$ cat src/motor_cfg.svh
// Offsets, field positions, reset values and timing counts of the motor block
`ifndef MOTOR_CFG_SVH
`define MOTOR_CFG_SVH

// ----------------------------------------------------------------------------
// Register offsets
// ----------------------------------------------------------------------------
`define ADDR_CMD0        8'h00
`define ADDR_CMD1        8'h04
`define ADDR_CMD2        8'h08
`define ADDR_CMD3        8'h0c
`define ADDR_ACCEL0      8'h10
`define ADDR_ACCEL1      8'h14
`define ADDR_ACCEL2      8'h18
`define ADDR_ACCEL3      8'h1c
`define ADDR_LIMIT0      8'h20
`define ADDR_LIMIT1      8'h24
`define ADDR_LIMIT2      8'h28
`define ADDR_LIMIT3      8'h2c
`define ADDR_APPLIED0    8'h30
`define ADDR_APPLIED1    8'h34
`define ADDR_APPLIED2    8'h38
`define ADDR_APPLIED3    8'h3c
`define ADDR_OC_LIVE     8'h40
`define ADDR_IRQ_STATUS  8'h44
`define ADDR_IRQ_ENABLE  8'h48
`define ADDR_IRQ_CLEAR   8'h4c

// ----------------------------------------------------------------------------
// Fields and reset values
// ----------------------------------------------------------------------------
`define CMD_DIR_BIT      7
`define CMD_BRAKE        8'h00
`define CMD_IDLE         8'h80
`define ACCEL_RESET      7'h14
`define LIMIT_RESET      8'h04
`define LIMIT_STEP_MA    250
`define CUR_STEP_CUT     7'h01

// ----------------------------------------------------------------------------
// Timing
// ----------------------------------------------------------------------------
`define CLK_HZ           40000000
`define UPDATE_HZ        100
`define UPDATE_CYCLES    (`CLK_HZ / `UPDATE_HZ)
`define CUT_HZ           1000
`define CUT_CYCLES       (`CLK_HZ / `CUT_HZ)

`endif

$ cat src/motor_pkg.sv
// Types shared by the motor block
package motor_pkg;

    typedef logic [7:0] cmd_t;
    typedef logic [6:0] mag_t;

    typedef enum logic [1:0]
    {
        drive_brake,
        drive_idle,
        drive_fwd,
        drive_rev
    } drive_e;

endpackage : motor_pkg

$ cat src/motor_pwm_slew_current_limit.sv
// Four-channel motor block with slew, current limit, status and interrupt
//
// Behaviour
// - Four independent motor channels each keep command, applied value, slew and limit state.
// - A command is sign-magnitude: bit 7 direction, bits 6:0 PWM magnitude.
// - An applied value of 0x00 brakes the motor with both leads driven low together.
// - An applied value of 0x80 idles the motor with both leads released.
// - On each 100 Hz tick without over-current the applied value moves toward the command by at most the accel step.
// - Every accel step resets to 20.
// - While current is above its limit the applied magnitude is cut step by step.
// - The current limit is set in units of 250 mA.
// - A per-motor over-current flag is set while that limit is exceeded.
// - The applied magnitude of each motor is readable.
// - Reset returns all motor state to defaults with every motor stopped.
`timescale 1ns/100ps
`include "motor_cfg.svh"
module motor_pwm_slew_current_limit
    import motor_pkg::*;
// Periods default to the true rates; a bench may shorten them to keep runs short
#(
    parameter int unsigned UPDATE_PERIOD = `UPDATE_CYCLES,
    parameter int unsigned CUT_PERIOD    = `CUT_CYCLES
)
(
    input  wire logic        clk,
    input  wire logic        rst,
    input  wire logic [7:0]  addr,
    input  wire logic [31:0] wdata,
    input  wire logic        wr,
    input  wire logic        rd,
    output logic [31:0]      rdata,
    input  wire logic [7:0]  current0,
    input  wire logic [7:0]  current1,
    input  wire logic [7:0]  current2,
    input  wire logic [7:0]  current3,
    output logic [3:0]       lead_a,
    output logic [3:0]       lead_b,
    output logic [3:0]       lead_oe_n,
    output logic [3:0]       over_current,
    output logic             irq
);

    // ------------------------------------------------------------------------
    // Rate enables
    // ------------------------------------------------------------------------
    logic update_tick;
    logic cut_tick;

    tick_divider #(.PERIOD(UPDATE_PERIOD)) u_update
    (
        .clk  (clk),
        .rst  (rst),
        .tick (update_tick)
    );

    // Faster cut rate so a stall is caught well before the next slew step
    tick_divider #(.PERIOD(CUT_PERIOD)) u_cut
    (
        .clk  (clk),
        .rst  (rst),
        .tick (cut_tick)
    );

    // ------------------------------------------------------------------------
    // Current sense synchronisers
    // ------------------------------------------------------------------------
    logic [7:0] cur_meta_q [4];
    logic [7:0] cur_sync_q [4];
    logic [7:0] cur_in     [4];

    assign cur_in[0] = current0;
    assign cur_in[1] = current1;
    assign cur_in[2] = current2;
    assign cur_in[3] = current3;

    // Multi-bit sense is sampled from a slow converter; a torn word lasts one cycle
    always_ff @(posedge clk or posedge rst)
    begin
        if (rst)
        begin
            for (int i = 0; i < 4; i++)
            begin
                cur_meta_q[i] <= 8'h00;
                cur_sync_q[i] <= 8'h00;
            end
        end
        else
        begin
            for (int i = 0; i < 4; i++)
            begin
                cur_meta_q[i] <= cur_in[i];
                cur_sync_q[i] <= cur_meta_q[i];
            end
        end
    end

    // ------------------------------------------------------------------------
    // Register file
    // ------------------------------------------------------------------------
    cmd_t       cmd_q   [4];
    cmd_t       cmd_d   [4];
    mag_t       accel_q [4];
    mag_t       accel_d [4];
    logic [7:0] limit_q [4];
    logic [7:0] limit_d [4];
    logic [3:0] irq_en_q;
    logic [3:0] irq_en_d;
    logic [3:0] irq_st_q;
    logic [3:0] irq_st_d;
    logic [3:0] oc_q;
    logic [3:0] oc_d;
    logic [31:0] rdata_q;
    logic [31:0] rdata_d;
    cmd_t       applied [4];

    function automatic logic [1:0] chan_of(input logic [7:0] a);
        chan_of = a[3:2];
    endfunction : chan_of

    always_comb
    begin
        for (int i = 0; i < 4; i++)
        begin
            cmd_d[i]   = cmd_q[i];
            accel_d[i] = accel_q[i];
            limit_d[i] = limit_q[i];
            // Limit register counts 250 mA units; sense uses the same scale
            oc_d[i]    = (cur_sync_q[i] > limit_q[i]);
        end
        irq_en_d = irq_en_q;
        irq_st_d = irq_st_q;
        if (wr)
        begin
            case (addr & 8'hf0)
                8'h00:
                    cmd_d[chan_of(addr)] = wdata[7:0];
                8'h10:
                    accel_d[chan_of(addr)] = wdata[6:0];
                8'h20:
                    limit_d[chan_of(addr)] = wdata[7:0];
                default:
                begin
                    if (addr == `ADDR_IRQ_ENABLE)
                        irq_en_d = wdata[3:0];
                    else if (addr == `ADDR_IRQ_CLEAR)
                        irq_st_d = irq_st_q & ~wdata[3:0];
                end
            endcase
        end
        // Rising over-current sets the sticky bit; set wins over a clear
        irq_st_d = irq_st_d | (oc_d & ~oc_q);

        rdata_d = 32'h0;
        if (rd)
        begin
            case (addr & 8'hf0)
                8'h00:
                    rdata_d = {24'h0, cmd_q[chan_of(addr)]};
                8'h10:
                    rdata_d = {25'h0, accel_q[chan_of(addr)]};
                8'h20:
                    rdata_d = {24'h0, limit_q[chan_of(addr)]};
                8'h30:
                    rdata_d = {24'h0, applied[chan_of(addr)]};
                default:
                begin
                    if (addr == `ADDR_OC_LIVE)
                        rdata_d = {28'h0, oc_q};
                    else if (addr == `ADDR_IRQ_STATUS)
                        rdata_d = {28'h0, irq_st_q};
                    else if (addr == `ADDR_IRQ_ENABLE)
                        rdata_d = {28'h0, irq_en_q};
                end
            endcase
        end
    end

    always_ff @(posedge clk or posedge rst)
    begin
        if (rst)
        begin
            for (int i = 0; i < 4; i++)
            begin
                cmd_q[i]   <= `CMD_BRAKE;
                accel_q[i] <= `ACCEL_RESET;
                limit_q[i] <= `LIMIT_RESET;
            end
            irq_en_q <= 4'h0;
            irq_st_q <= 4'h0;
            oc_q     <= 4'h0;
            rdata_q  <= 32'h0;
        end
        else
        begin
            for (int i = 0; i < 4; i++)
            begin
                cmd_q[i]   <= cmd_d[i];
                accel_q[i] <= accel_d[i];
                limit_q[i] <= limit_d[i];
            end
            irq_en_q <= irq_en_d;
            irq_st_q <= irq_st_d;
            oc_q     <= oc_d;
            rdata_q  <= rdata_d;
        end
    end

    // ------------------------------------------------------------------------
    // Channels
    // ------------------------------------------------------------------------
    for (genvar g = 0; g < 4; g++)
    begin : gen_chan
        motor_channel u_chan
        (
            .clk          (clk),
            .rst          (rst),
            .update_tick  (update_tick),
            .cut_tick     (cut_tick),
            .cmd          (cmd_q[g]),
            .accel        (accel_q[g]),
            .over_current (oc_q[g]),
            .applied      (applied[g]),
            .lead_a       (lead_a[g]),
            .lead_b       (lead_b[g]),
            .lead_oe_n    (lead_oe_n[g])
        );
    end

    assign rdata        = rdata_q;
    assign over_current = oc_q;
    assign irq          = |(irq_st_q & irq_en_q);

endmodule : motor_pwm_slew_current_limit

$ cat src/tick_divider.sv
// Divider that makes a one-cycle enable pulse every PERIOD clocks
`timescale 1ns/100ps
module tick_divider
#(
    parameter int unsigned PERIOD = 400000
)
(
    input  wire logic clk,
    input  wire logic rst,
    output logic      tick
);

    logic [31:0] count_q;
    logic [31:0] count_d;

    always_comb
    begin
        if (count_q == PERIOD - 1)
            count_d = 32'h0;
        else
            count_d = count_q + 32'h1;
    end

    always_ff @(posedge clk or posedge rst)
    begin
        if (rst)
            count_q <= 32'h0;
        else
            count_q <= count_d;
    end

    assign tick = (count_q == PERIOD - 1);

endmodule : tick_divider

$ cat src/motor_channel.sv
// One motor channel: slew toward command, current cut, lead drive decode
`timescale 1ns/100ps
`include "motor_cfg.svh"
module motor_channel
    import motor_pkg::*;
(
    input  wire logic clk,
    input  wire logic rst,
    input  wire logic update_tick,
    input  wire logic cut_tick,
    input  wire cmd_t cmd,
    input  wire mag_t accel,
    input  wire logic over_current,
    output cmd_t      applied,
    output logic      lead_a,
    output logic      lead_b,
    output logic      lead_oe_n
);

    // ------------------------------------------------------------------------
    // Slew and current cut
    // ------------------------------------------------------------------------
    cmd_t applied_q;
    cmd_t applied_d;
    logic pwm_q;
    logic pwm_d;
    mag_t pwm_cnt_q;
    mag_t pwm_cnt_d;
    drive_e mode;

    function automatic mag_t step_toward(input mag_t cur, input mag_t tgt, input mag_t st);
        logic [7:0] diff;
        begin
            diff = (cur > tgt) ? {1'b0, cur - tgt} : {1'b0, tgt - cur};
            if (diff <= {1'b0, st})
                step_toward = tgt;
            else if (cur > tgt)
                step_toward = cur - st;
            else
                step_toward = cur + st;
        end
    endfunction : step_toward

    always_comb
    begin
        applied_d = applied_q;
        if (over_current && cut_tick)
        begin
            // Cut only magnitude; direction held so the cut never reverses
            if (applied_q[6:0] > `CUR_STEP_CUT)
                applied_d = {applied_q[7], applied_q[6:0] - `CUR_STEP_CUT};
            else
                applied_d = {applied_q[7], 7'h00};
        end
        else if (!over_current && update_tick)
        begin
            if (applied_q[7] == cmd[7] || applied_q[6:0] == 7'h00)
                // Same direction, or at zero: slew magnitude, stop on target
                applied_d = {cmd[7], step_toward(applied_q[6:0], cmd[6:0], accel)};
            else
                // Reversal passes through zero first
                applied_d = {applied_q[7], step_toward(applied_q[6:0], 7'h00, accel)};
        end
        pwm_cnt_d = pwm_cnt_q + 7'h1;
        pwm_d = (pwm_cnt_q < applied_q[6:0]);
    end

    always_ff @(posedge clk or posedge rst)
    begin
        if (rst)
        begin
            applied_q <= `CMD_BRAKE;
            pwm_cnt_q <= 7'h00;
            pwm_q     <= 1'b0;
        end
        else
        begin
            applied_q <= applied_d;
            pwm_cnt_q <= pwm_cnt_d;
            pwm_q     <= pwm_d;
        end
    end

    // ------------------------------------------------------------------------
    // Lead drive
    // ------------------------------------------------------------------------
    always_comb
    begin
        if (applied_q == `CMD_BRAKE)
            mode = drive_brake;
        else if (applied_q == `CMD_IDLE)
            mode = drive_idle;
        else if (applied_q[`CMD_DIR_BIT])
            mode = drive_rev;
        else
            mode = drive_fwd;
    end

    always_comb
    begin
        case (mode)
            drive_brake:
            begin
                lead_a    = 1'b0;
                lead_b    = 1'b0;
                lead_oe_n = 1'b0;
            end
            drive_idle:
            begin
                lead_a    = 1'b0;
                lead_b    = 1'b0;
                lead_oe_n = 1'b1;
            end
            drive_fwd:
            begin
                lead_a    = pwm_q;
                lead_b    = 1'b0;
                lead_oe_n = 1'b0;
            end
            drive_rev:
            begin
                lead_a    = 1'b0;
                lead_b    = pwm_q;
                lead_oe_n = 1'b0;
            end
            default:
            begin
                lead_a    = 1'b0;
                lead_b    = 1'b0;
                lead_oe_n = 1'b1;
            end
        endcase
    end

    assign applied = applied_q;

endmodule : motor_channel

$ cat config.mk
export PLATFORM = sky130hd
export DESIGN_NAME = motor_pwm_slew_current_limit
export DESIGN_NICKNAME = d
export VERILOG_FILES = /design/src/motor_pkg.sv /design/src/motor_pwm_slew_current_limit.sv /design/src/tick_divider.sv /design/src/motor_channel.sv
export VERILOG_INCLUDE_DIRS = /design/src
export SDC_FILE = /design/constraint.sdc
export NUM_CORES = 1
export LEC_CHECK = 0
export BUFFER_PORTS_ARGS = -buffer_cell sky130_fd_sc_hd__buf_2
export CAP_MARGIN = 5
export CORE_ASPECT_RATIO = 0.8
export CORE_UTILIZATION = 30
export DETAILED_ROUTE_END_ITERATION = 10
export GPL_TIMING_DRIVEN = 0
export PLACE_DENSITY_LB_ADDON = 0.3
export SETUP_SLACK_MARGIN = 0.4
export SLEW_MARGIN = 25
export SYNTH_ARGS = -nofsm -noshare
export SYNTH_HDL_FRONTEND = slang
export SYNTH_HIERARCHICAL = 1
export SYNTH_SLANG_ARGS = --single-unit
$ cat constraint.sdc
create_clock -name clk -period 5.7 [get_ports clk]
set_input_delay 0.285 -clock clk [delete_from_list [all_inputs] [get_ports clk]]
set_output_delay 0.285 -clock clk [all_outputs]
set_load 0.01 [all_outputs]
* After elaboration in Yosys (flattened, before gate mapping) *
Index checks and enable logic that the tools add are counted.

storage, ports and cells
  bits of input ports = 76
  output and inout bits = 49
  register bits after elaboration = 328
  word-level logic and storage cells = 293

cells by class
  bitwise logic cells = 12
  order comparisons = 30
  equal/unequal tests = 29
  reductions and logical operators = 56
  multiplexer cells = 94
  add/sub/neg operators = 30

operator list
  cell                                                                      number
  7-bit 2-to-1 mux                                                          31
  8-bit 2-to-1 mux                                                          20
  7-bit subtractor                                                          12
  32-bit by 1-bit adder with 32-bit output (second input constant)          2
  32-bit bitwise mux                                                        2
  8-bit by 7-bit less-or-equal comparator with 1-bit output                 8
  32-bit 2-to-1 mux                                                         2
  7-bit by 1-bit > comparator with 1-bit output (second input constant)     8
  8-bit binary-select mux with 2-bit select                                 3
  8-bit logical NOT                                                         5
  3-bit OR reduction                                                        13
  32-bit by 16-bit equality test with 1-bit output (second input constant)  1
  32-bit by 19-bit equality test with 1-bit output (second input constant)  1
  8-bit by 7-bit equality test with 1-bit output (second input constant)    4
  8-bit equality test (second input constant)                               4
  8-bit > comparator                                                        4
  8-bit one-hot mux with 4 select lines                                     1
  7-bit by 1-bit adder with 7-bit output (second input constant)            4
  7-bit adder                                                               4
  28-bit bitwise mux                                                        1
  7-bit > comparator                                                        4
  7-bit logical NOT                                                         4
  7-bit < comparator                                                        4
  4-bit 2-to-1 mux                                                          7
  28 further kinds                                                          102

* Longest topological paths before layout *
Gate-level depths: netlist (run 1).

  depth after elaboration = 7
  mapped depth = 20
  mapped depth without buffers = 17

* Modules after synthesis *
Netlist (run 1), hierarchy kept.

modules (own cells, without submodules)
  module                                   times used  cells each  sequential area each (um^2)  area an instance (um^2)
  motor_pwm_slew_current_limit             1           582         4,419.2                      8,005.2
  motor_channel at gen_chan[1].u_chan ...  2           318         400.4                        2,600.0
  motor_channel at gen_chan[0].u_chan      1           334         400.4                        2,776.4
  motor_channel at gen_chan[2].u_chan      1           334         400.4                        2,651.3
  tick_divider at u_update                 1           149         800.8                        1,610.3
  tick_divider at u_cut                    1           146         800.8                        1,559.0

* Worst setup path before layout (run 1) *
No wires, ideal clock.

  path type = register -> register
  start point = register gen_chan[0].u_chan.applied_q[1]
  end point = register gen_chan[0].u_chan.applied_q[0]
  required time = 5.566 ns
  path slack = 1.651 ns
  buffers on the path = 2
  stages on the path, launching flop included = 19
  setup time = 0.134 ns
  clock period less this slack = 4.049 ns
  arrival = 3.915 ns
  cells stage by stage = dfrtp_1 > inv_1 > ha_1 > nor2b_1 > o311ai_2 > a21o_1 > buf_6 > mux2i_1 > o211ai_1 > o221ai_1 > xnor2_1 > ha_1 > and4_1 > o21a_1 > o31ai_4 > buf_2 > a211oi_1 > a311oi_1 > o22ai_1

between the ends
  longest elaborated chain between the ends = 7
  elaborated cells between the ends (all ways) = 20
  those cells by class = add/sub (3); order compare (5); mux (10); reduce/logical (2)

RTL lines
  element                                                                    line                 text
  start: declaration                                                         motor_channel.sv:23  cmd_t applied_q;
  start signal: assignment                                                   motor_channel.sv:72  applied_q <= `CMD_BRAKE;
  start signal: assignment                                                   motor_channel.sv:78  applied_q <= applied_d;
  1-bit by 7-bit subtractor with 7-bit output, or another cell as far along  motor_channel.sv:34  diff = (cur > tgt) ? {1'b0, cur - tgt} : {1'b0, tgt - cur};
  7-bit 2-to-1 mux                                                           motor_channel.sv:34
  8-bit by 7-bit less-or-equal comparator with 1-bit output                  motor_channel.sv:35  if (diff <= {1'b0, st})
  7-bit 2-to-1 mux                                                           motor_channel.sv:35
  8-bit 2-to-1 mux                                                           motor_channel.sv:57  if (applied_q[7] == cmd[7] || applied_q[6:0] == 7'h00)
  8-bit 2-to-1 mux                                                           motor_channel.sv:55  else if (!over_current && update_tick)
  8-bit 2-to-1 mux *                                                         motor_channel.sv:47  if (over_current && cut_tick)

Mark *: on every way between the ends. The rest lies on a longest branch, timed or not. The select of a mux whose other input is x is not followed.
A chain may end at the register's enable or synchronous reset.

* Worst setup path in the final report (run 1) *
  start point = register gen_chan[1].u_chan.applied_q[2]
  end point = register gen_chan[1].u_chan.applied_q[2]

between the ends
  longest elaborated chain between the ends = 7
  elaborated cells between the ends (all ways) = 23
  those cells by class = add/sub (6); order compare (5); mux (10); reduce/logical (2)

RTL lines
  element                                                                    line
  start: declaration                                                         motor_channel.sv:23
  start signal: assignment                                                   motor_channel.sv:72
  start signal: assignment                                                   motor_channel.sv:78
  1-bit by 7-bit subtractor with 7-bit output, or another cell as far along  motor_channel.sv:34
  7-bit 2-to-1 mux                                                           motor_channel.sv:34
  8-bit by 7-bit less-or-equal comparator with 1-bit output                  motor_channel.sv:35
  7-bit 2-to-1 mux                                                           motor_channel.sv:35
  8-bit 2-to-1 mux                                                           motor_channel.sv:57
  8-bit 2-to-1 mux                                                           motor_channel.sv:55
  8-bit 2-to-1 mux *                                                         motor_channel.sv:47

Marks and branches as above.

==> flow_summary.json, run 1 <==
{
  "status": "complete, no violations",
  "synth_warnings": 6,
  "wirelength_um": 64800,
  "nets": 2665,
  "critPathLaunchType": "flip-flop",
  "clk_latency_ns": 0.56,
  "critPathBufInv": 2,
  "power_frac_clock": 0.354,
  "rows": 88,
  "postRouteAntennaNets": 0,
  "gr-usage-met1": 0.264,
  "cts.clk_slew.worst_paths_ns": 0.06,
  "cp_common_cell": "a21oi_1",
  "switching_share": 0.333,
  "setup_violations": 0,
  "grt_start_max_net_pins": 100,
  "slew-limit-headroom": 0.316,
  "grt_pass1_wl_um": 101000,
  "gp_congestion": 0.903,
  "portBuffers": 74,
  "grt_pass1_vias": 17100,
  "cts_buffers": 37,
  "grtUsageMet3": 0.0306,
  "combPwrFrac": 0.282,
  "avgSynthCellArea_sq_um": 10.0,
  "worstSetupPathType": "flip-flop to flip-flop",
  "diodes": 0,
  "synth_edf_count": 0,
  "seq_area_frac_synth": 0.350,
  "drt-initial-drc-count": 1592,
  "synth_cell_type_count": 111,
  "crit_cells": 17,
  "crit_family": "compound AO/OA/AOI/OAI gates",
  "hp-class": "primary input to asynchronous set/reset pin",
  "final.min_clock_period_ns": 5.10,
  "die_h_um": 243,
  "num-fill-cells": 7305,
  "drive_gt1_frac": 0.169,
  "setup_ws_ns": 0.596,
  "worst_pin_slew_ns": 1.02,
  "grt_setup_unrepaired": "false",
  "post-route-period-util": 0.896,
  "htree_levels": 2,
  "maxCapViolCount": 0,
  "fin_worst_skew_ns": 0.0163,
  "gr-total-overflow": 0,
  "coreArea_sq_um": 72000,
  "start_util": 0.303,
  "drv_slew": 0,
  "area_delta_synth_final_pct": 15.2,
  "syn_inst": 2181,
  "ys_seq_elements": 304,
  "power_mw": 6.87,
  "r2r_cells": 17,
  "grt-busiest-layer": "met1",
  "p_per_area_nw_per_um2": 273,
  "place_hpwl_um": 49400,
  "hold_viol": 0,
  "dr.pass1.iters": 6,
  "switchingPower_mw": 2.28,
  "hold-worst-slack_ns": 0.0370,
  "leakage_nw": 11.3,
  "clockRootBuffer": "clkbuf_16",
  "cts_tree": "yes",
  "crit_required_ns": 6.11,
  "die_w_um": 303,
  "crit_path_end_kind": "flip-flop",
  "use_met2": 0.254,
  "clkSinkCount": 304,
  "ys_async_sr_fraction": 1.00,
  "dr_total_vias": 17600,
  "seqPwrFrac": 0.363,
  "peakVddDrop_uv": 222,
  "cp_slowest_cell": "dfrtp_1",
  "synth_area_sq_um": 21800,
  "grt_usage": 0.175,
  "cp_max_fo": 9,
  "dieArea_sq_um": 73800,
  "cts.path.max_buffers": 3,
  "antenna_found_initial": 5,
  "io_pins": 125,
  "post-route-util": 0.349,
  "arrival_ns": 5.52,
  "drc_errors": 0,
  "fmaxAchievable_ghz": 0.196,
  "synth_ff_type": "dfrtp_1",
  "avgViaCountPerCell": 5.29,
  "critPathMaxStageDelay_ns": 0.69,
  "pre_cts_ws_ns": 0.664,
  "path_cells": "inv_1 > ha_1 > buf_2 > a21oi_1 > a21oi_2 > o22ai_4 > mux2_1 > a311o_1 > a21oi_2 > xnor2_1 > ha_1 > nand4_1 > a21oi_1 > o22a_1 > nor2_1 > a222oi_1 > a21oi_1",
  "post_drt_wl_per_cell_um": 19.5,
  "power.internal_mw": 4.58
}
[cell families after synthesis]
| logic type | share of synthesized area |
|---|---|
| simple gates | 0.146 |
| compound gates | 0.149 |
| flops | 0.350 |
| buf+inv | 0.0616 |
| fa+ha+maj | 0.140 |
| mux | 0.103 |
| xor+xnor | 0.0510 |
| other cells | 0.000172 |
[registers in the layout (all words and copies together), names as in the netlist]
signal and count:
gen_chan.u_chan/pwm_cnt_q 28, limit_q 32, cur_meta_q 32, irq_st_q 4
u_cut/count_q 32, gen_chan.u_chan/applied 32, accel_q 28, gen_chan.u_chan/pwm_q 4
cur_sync_q 32, rdata 8, irq_en_q 4, cmd_q 32
u_update/count_q 32, over_current 4
[power groups by stage]
| stage | clock, mW | sequential, mW | combinational, mW |
|---|---|---|---|
| 2_1_floorplan | 0 | 2.41 | 1.44 |
| 3_3_place_gp | 0 | 2.53 | 1.82 |
| 3_5_place_dp | 0 | 2.53 | 1.87 |
| 4_1_cts | 2.51 | 2.49 | 1.90 |
| 5_1_grt | 2.60 | 2.51 | 2.12 |
| 6_report | 2.43 | 2.50 | 1.94 |
[metal layers]
metal	routed length, um	up-vias	part of all wire
li1	-	8214	-
met1	31600	8689	0.49
met2	27300	606	0.42
met3	4360	100	0.067
met4	1560	2	0.024
met5	10	-	0.00015
[cell type report]
type,count,area (sq um),area share
multi-input combinational,1615,12900,0.515
sequential,304,7630,0.304
tap,945,1180,0.0471
clock buffer,46,1020,0.0407
timing repair buffer,112,767,0.0305
inverter,191,724,0.0289
buffer,94,627,0.0250
clock inverter,20,231,0.00922
[layout by cell type, fill, tap and decap left out, drive strengths merged, types with 42 or more instances in the layout]
cell / instances
nor2: 91
nand4: 58
mux2i: 57
dfrtp: 292
ha: 218
nand2: 140
nor2b: 42
clkbuf: 80
nand3: 67
inv: 192
xnor2: 106
buf: 136
mux2: 90
a21oi: 127
o21ai: 135
[final timing paths]
check,startpoint,to,slack [ns]
worst max-delay path,gen_chan[1].u_chan/applied[2],gen_chan[1].u_chan/applied[2],0.60
min in group clk,rd,rdata[2],0.08
worst min register to register,cur_meta_q[24],cur_sync_q[24],0.35
worst min-delay path,rst,gen_chan[1].u_chan/applied[5],0.04
max in group asynchronous,rst,limit_q[18],4.79
worst max register to register,gen_chan[1].u_chan/applied[2],gen_chan[1].u_chan/applied[2],0.60
[through the flow]
| stage | instance area (sq um) | TNS (ns) | instances |
|---|---|---|---|
| 2_1_floorplan | 21900 | 0 | 2204 |
| 3_3_place_gp | 23400 | -207.83 | 3223 |
| 3_5_place_dp | 23500 | 0 | 3226 |
| 4_1_cts | 25100 | 0 | 3327 |
| 5_1_grt | 25100 | 0 | 3327 |
| 6_report | 25100 | 0 | 3327 |
[timing repair]
item / 4_1_cts / 5_1_grt
resized for setup: 0 / 5
buffers inserted: 0 / 0
hold buffers: 35 / 0
setup endpoints to repair: 0 / 3
endpoints found under the hold margin: 38 / 0
[worst reg2reg max path, cell delays in order, from the launching register on]
cell and delay [ns]:
dfrtp_1 0.69, inv_1 0.29, ha_1 0.35, buf_2 0.16
a21oi_1 0.30, a21oi_2 0.12, o22ai_4 0.31, mux2_1 0.40
a311o_1 0.34, a21oi_2 0.15, xnor2_1 0.09, ha_1 0.31
nand4_1 0.12, a21oi_1 0.14, o22a_1 0.34, nor2_1 0.16
a222oi_1 0.58, a21oi_1 0.13
[synth_stat cells (20+ instances only)]
cell type / n / area share
mux2i_1: 57 / 0.026
ha_1: 218 / 0.13
a21oi_1: 120 / 0.028
nand4_1: 53 / 0.015
buf_4: 31 / 0.011
o21ai_0: 128 / 0.029
and3_1: 35 / 0.010
inv_1: 189 / 0.033
mux4_2: 28 / 0.029
clkbuf_1: 32 / 0.0055
nor2_1: 90 / 0.015
dfrtp_1: 292 / 0.34
nor3_1: 24 / 0.0055
and2_1: 21 / 0.0060
o211ai_1: 20 / 0.0069
xnor2_1: 106 / 0.043
nand2_1: 127 / 0.022
xor2_1: 21 / 0.0084
mux2_2: 79 / 0.041
nor2b_1: 41 / 0.012
nand3_1: 65 / 0.015
a21o_1: 20 / 0.0069
nand2b_1: 21 / 0.0060
a211oi_1: 26 / 0.0090
No activity file was read; power rests on OpenSTA's default activity.
==> run 2: changes to the inputs <==
==> constraint.sdc (replaced) <==
create_clock -name clk -period 5.7 [get_ports clk]
set_input_delay 0.57 -clock clk [delete_from_list [all_inputs] [get_ports clk]]
set_output_delay 0.57 -clock clk [all_outputs]
set_load 0.01 [all_outputs]
==> flow_summary.json, run 2 (synthesis gave the netlist of run 1 again) <==
{
  "power_mw": 6.91,
  "setup_tns_ns": 0,
  "clkSinkCount": 304,
  "maxCapViolCount": 0,
  "r2r_start": "gen_chan[0].u_chan/applied[4]",
  "grt_pass1_wl_um": 101000,
  "drc_errors": 0,
  "drt-initial-drc-count": 1613,
  "holdPathStages": 1,
  "drv_slew": 0,
  "crit_path_end_kind": "flip-flop",
  "r2r_cells": 18,
  "wirelength_um": 64700,
  "place_hpwl_um": 50000,
  "cp_max_fo": 10,
  "grt_start_max_net_pins": 33,
  "dieArea_sq_um": 73800,
  "start_util": 0.303,
  "dr_total_vias": 17600,
  "status": "complete, no violations",
  "hp-class": "primary input to flip-flop",
  "drive_gt1_frac": 0.174,
  "slew-limit-headroom": 0.404,
  "clk_latency_ns": 0.57,
  "reg2reg_to": "gen_chan[0].u_chan/applied[0]",
  "postRouteAntennaNets": 0,
  "mostFrequentLayoutCells": "289 x dfrtp_1, 218 x ha_1, 186 x inv_1",
  "nets": 2637,
  "cts_tree": "yes",
  "worstHoldStart": "current2[7]",
  "hold_end": "cur_meta_q[15]",
  "die_h_um": 243,
  "hold_viol": 0,
  "clockRootBuffer": "clkbuf_16",
  "crit_required_ns": 6.12,
  "post_drt_wl_per_cell_um": 19.6,
  "gp_congestion": 0.918,
  "dr.pass1.iters": 5,
  "leakage_nw": 11.3,
  "grt_pass1_vias": 17200,
  "worst_pin_slew_ns": 0.887,
  "cts_setup_buffers": 0,
  "setup_violations": 0,
  "arrival_ns": 5.47,
  "p_per_area_nw_per_um2": 278,
  "antenna_found_initial": 5,
  "critPathLaunchType": "flip-flop",
  "peakVddDrop_uv": 190,
  "grt_setup_unrepaired": "true",
  "htree_levels": 2,
  "portBuffers": 74,
  "cts.path.max_buffers": 3,
  "fin_worst_skew_ns": 0.0160,
  "area_delta_synth_final_pct": 14.3,
  "rows": 88,
  "fmaxAchievable_ghz": 0.198,
  "die_w_um": 303,
  "cts.clk_slew.worst_paths_ns": 0.06,
  "post-route-period-util": 0.885,
  "cts_buffers": 38,
  "io_pins": 125,
  "avgViaCountPerCell": 5.32,
  "r2r_setup_slack_ns": 0.66,
  "coreArea_sq_um": 72000,
  "final.min_clock_period_ns": 5.04,
  "worstSetupPathType": "flip-flop to flip-flop",
  "grt_usage": 0.175,
  "gr-total-overflow": 0,
  "final_common_cell": "dfrtp_1"
}
==> run 2: cell type report <==
cell class / instances / area (sq um)
Fill cell: 7302 / 47100
Multi-Input combinational cell: 1615 / 12900
Sequential cell: 304 / 7630
Tap cell: 945 / 1180
Clock buffer: 44 / 1010
Inverter: 191 / 721
Buffer: 94 / 627
Timing Repair Buffer: 83 / 532
Clock inverter: 25 / 277
Antenna cell: 1 / 2.50
==> run 2: how the worst max path moves through the flow <==
stage	cells after the start	endpoint	start	slack [ns]
2_1_floorplan	18	gen_chan[0].u_chan/applied[0]	gen_chan[0].u_chan/applied[1]	1.65
3_3_place_gp	18	gen_chan[0].u_chan/applied[0]	gen_chan[0].u_chan/applied[1]	0.69
3_5_place_dp	18	gen_chan[0].u_chan/applied[0]	gen_chan[0].u_chan/applied[1]	0.66
4_1_cts	18	gen_chan[0].u_chan/applied[0]	gen_chan[0].u_chan/applied[1]	0.62
5_1_grt	18	gen_chan[0].u_chan/applied[0]	gen_chan[0].u_chan/applied[4]	0.32
6_report	18	gen_chan[0].u_chan/applied[0]	gen_chan[0].u_chan/applied[4]	0.66
==> run 2: what timing repair did <==
item | CTS | global route
setup endpoints to repair | 0 | 3
hold buffers | 0 | 0
endpoints found under the hold margin | 0 | 0
resized for setup | 0 | 3
==> run 2: through the flow <==
step,std cells,setup slack (ns),area [sq um],hold WS [ns],utilization
global placement,3223,0.690,23400,0.335,0.326
CTS,3301,0.622,24900,0.0770,0.346
finish,3302,0.656,24900,0.105,0.346
floorplan,2204,1.65,21900,0.331,-
global route,3301,0.324,24900,0.0915,0.346
detailed placement,3232,0.655,23600,0.336,0.328
==> run 2: layer usage <==
| layer | GRT usage | share of wire | vias up |
|---|---|---|---|
| met3 | 0.0332 | 0.069 | 115 |
| met1 | 0.259 | 0.48 | 8654 |
| met5 | 0 | 0.00070 | - |
| met4 | 0.0566 | 0.027 | 2 |
| li1 | - | - | 8129 |
| met2 | 0.254 | 0.42 | 653 |
==> run 2: worst max-delay path, stage by stage (launching register included) <==
cell	delay (ns)
dfrtp_1	0.69
inv_1	0.28
ha_1	0.43
a211o_1	0.32
a21oi_2	0.23
a21o_1	0.19
buf_6	0.17
mux2i_1	0.28
o211ai_1	0.20
o221ai_1	0.23
xnor2_1	0.18
ha_1	0.28
and4_1	0.22
o21a_1	0.14
o31ai_4	0.22
buf_2	0.29
a211oi_1	0.11
a311oi_1	0.31
o22ai_1	0.13
==> run 2: where the power goes <==
part	internal, mW	total, mW	switching (mW)	leakage [nW]
Clock	1.51	2.52	1.01	0.638
Sequential	2.29	2.49	0.206	3.86
Combinational	0.821	1.90	1.08	6.77
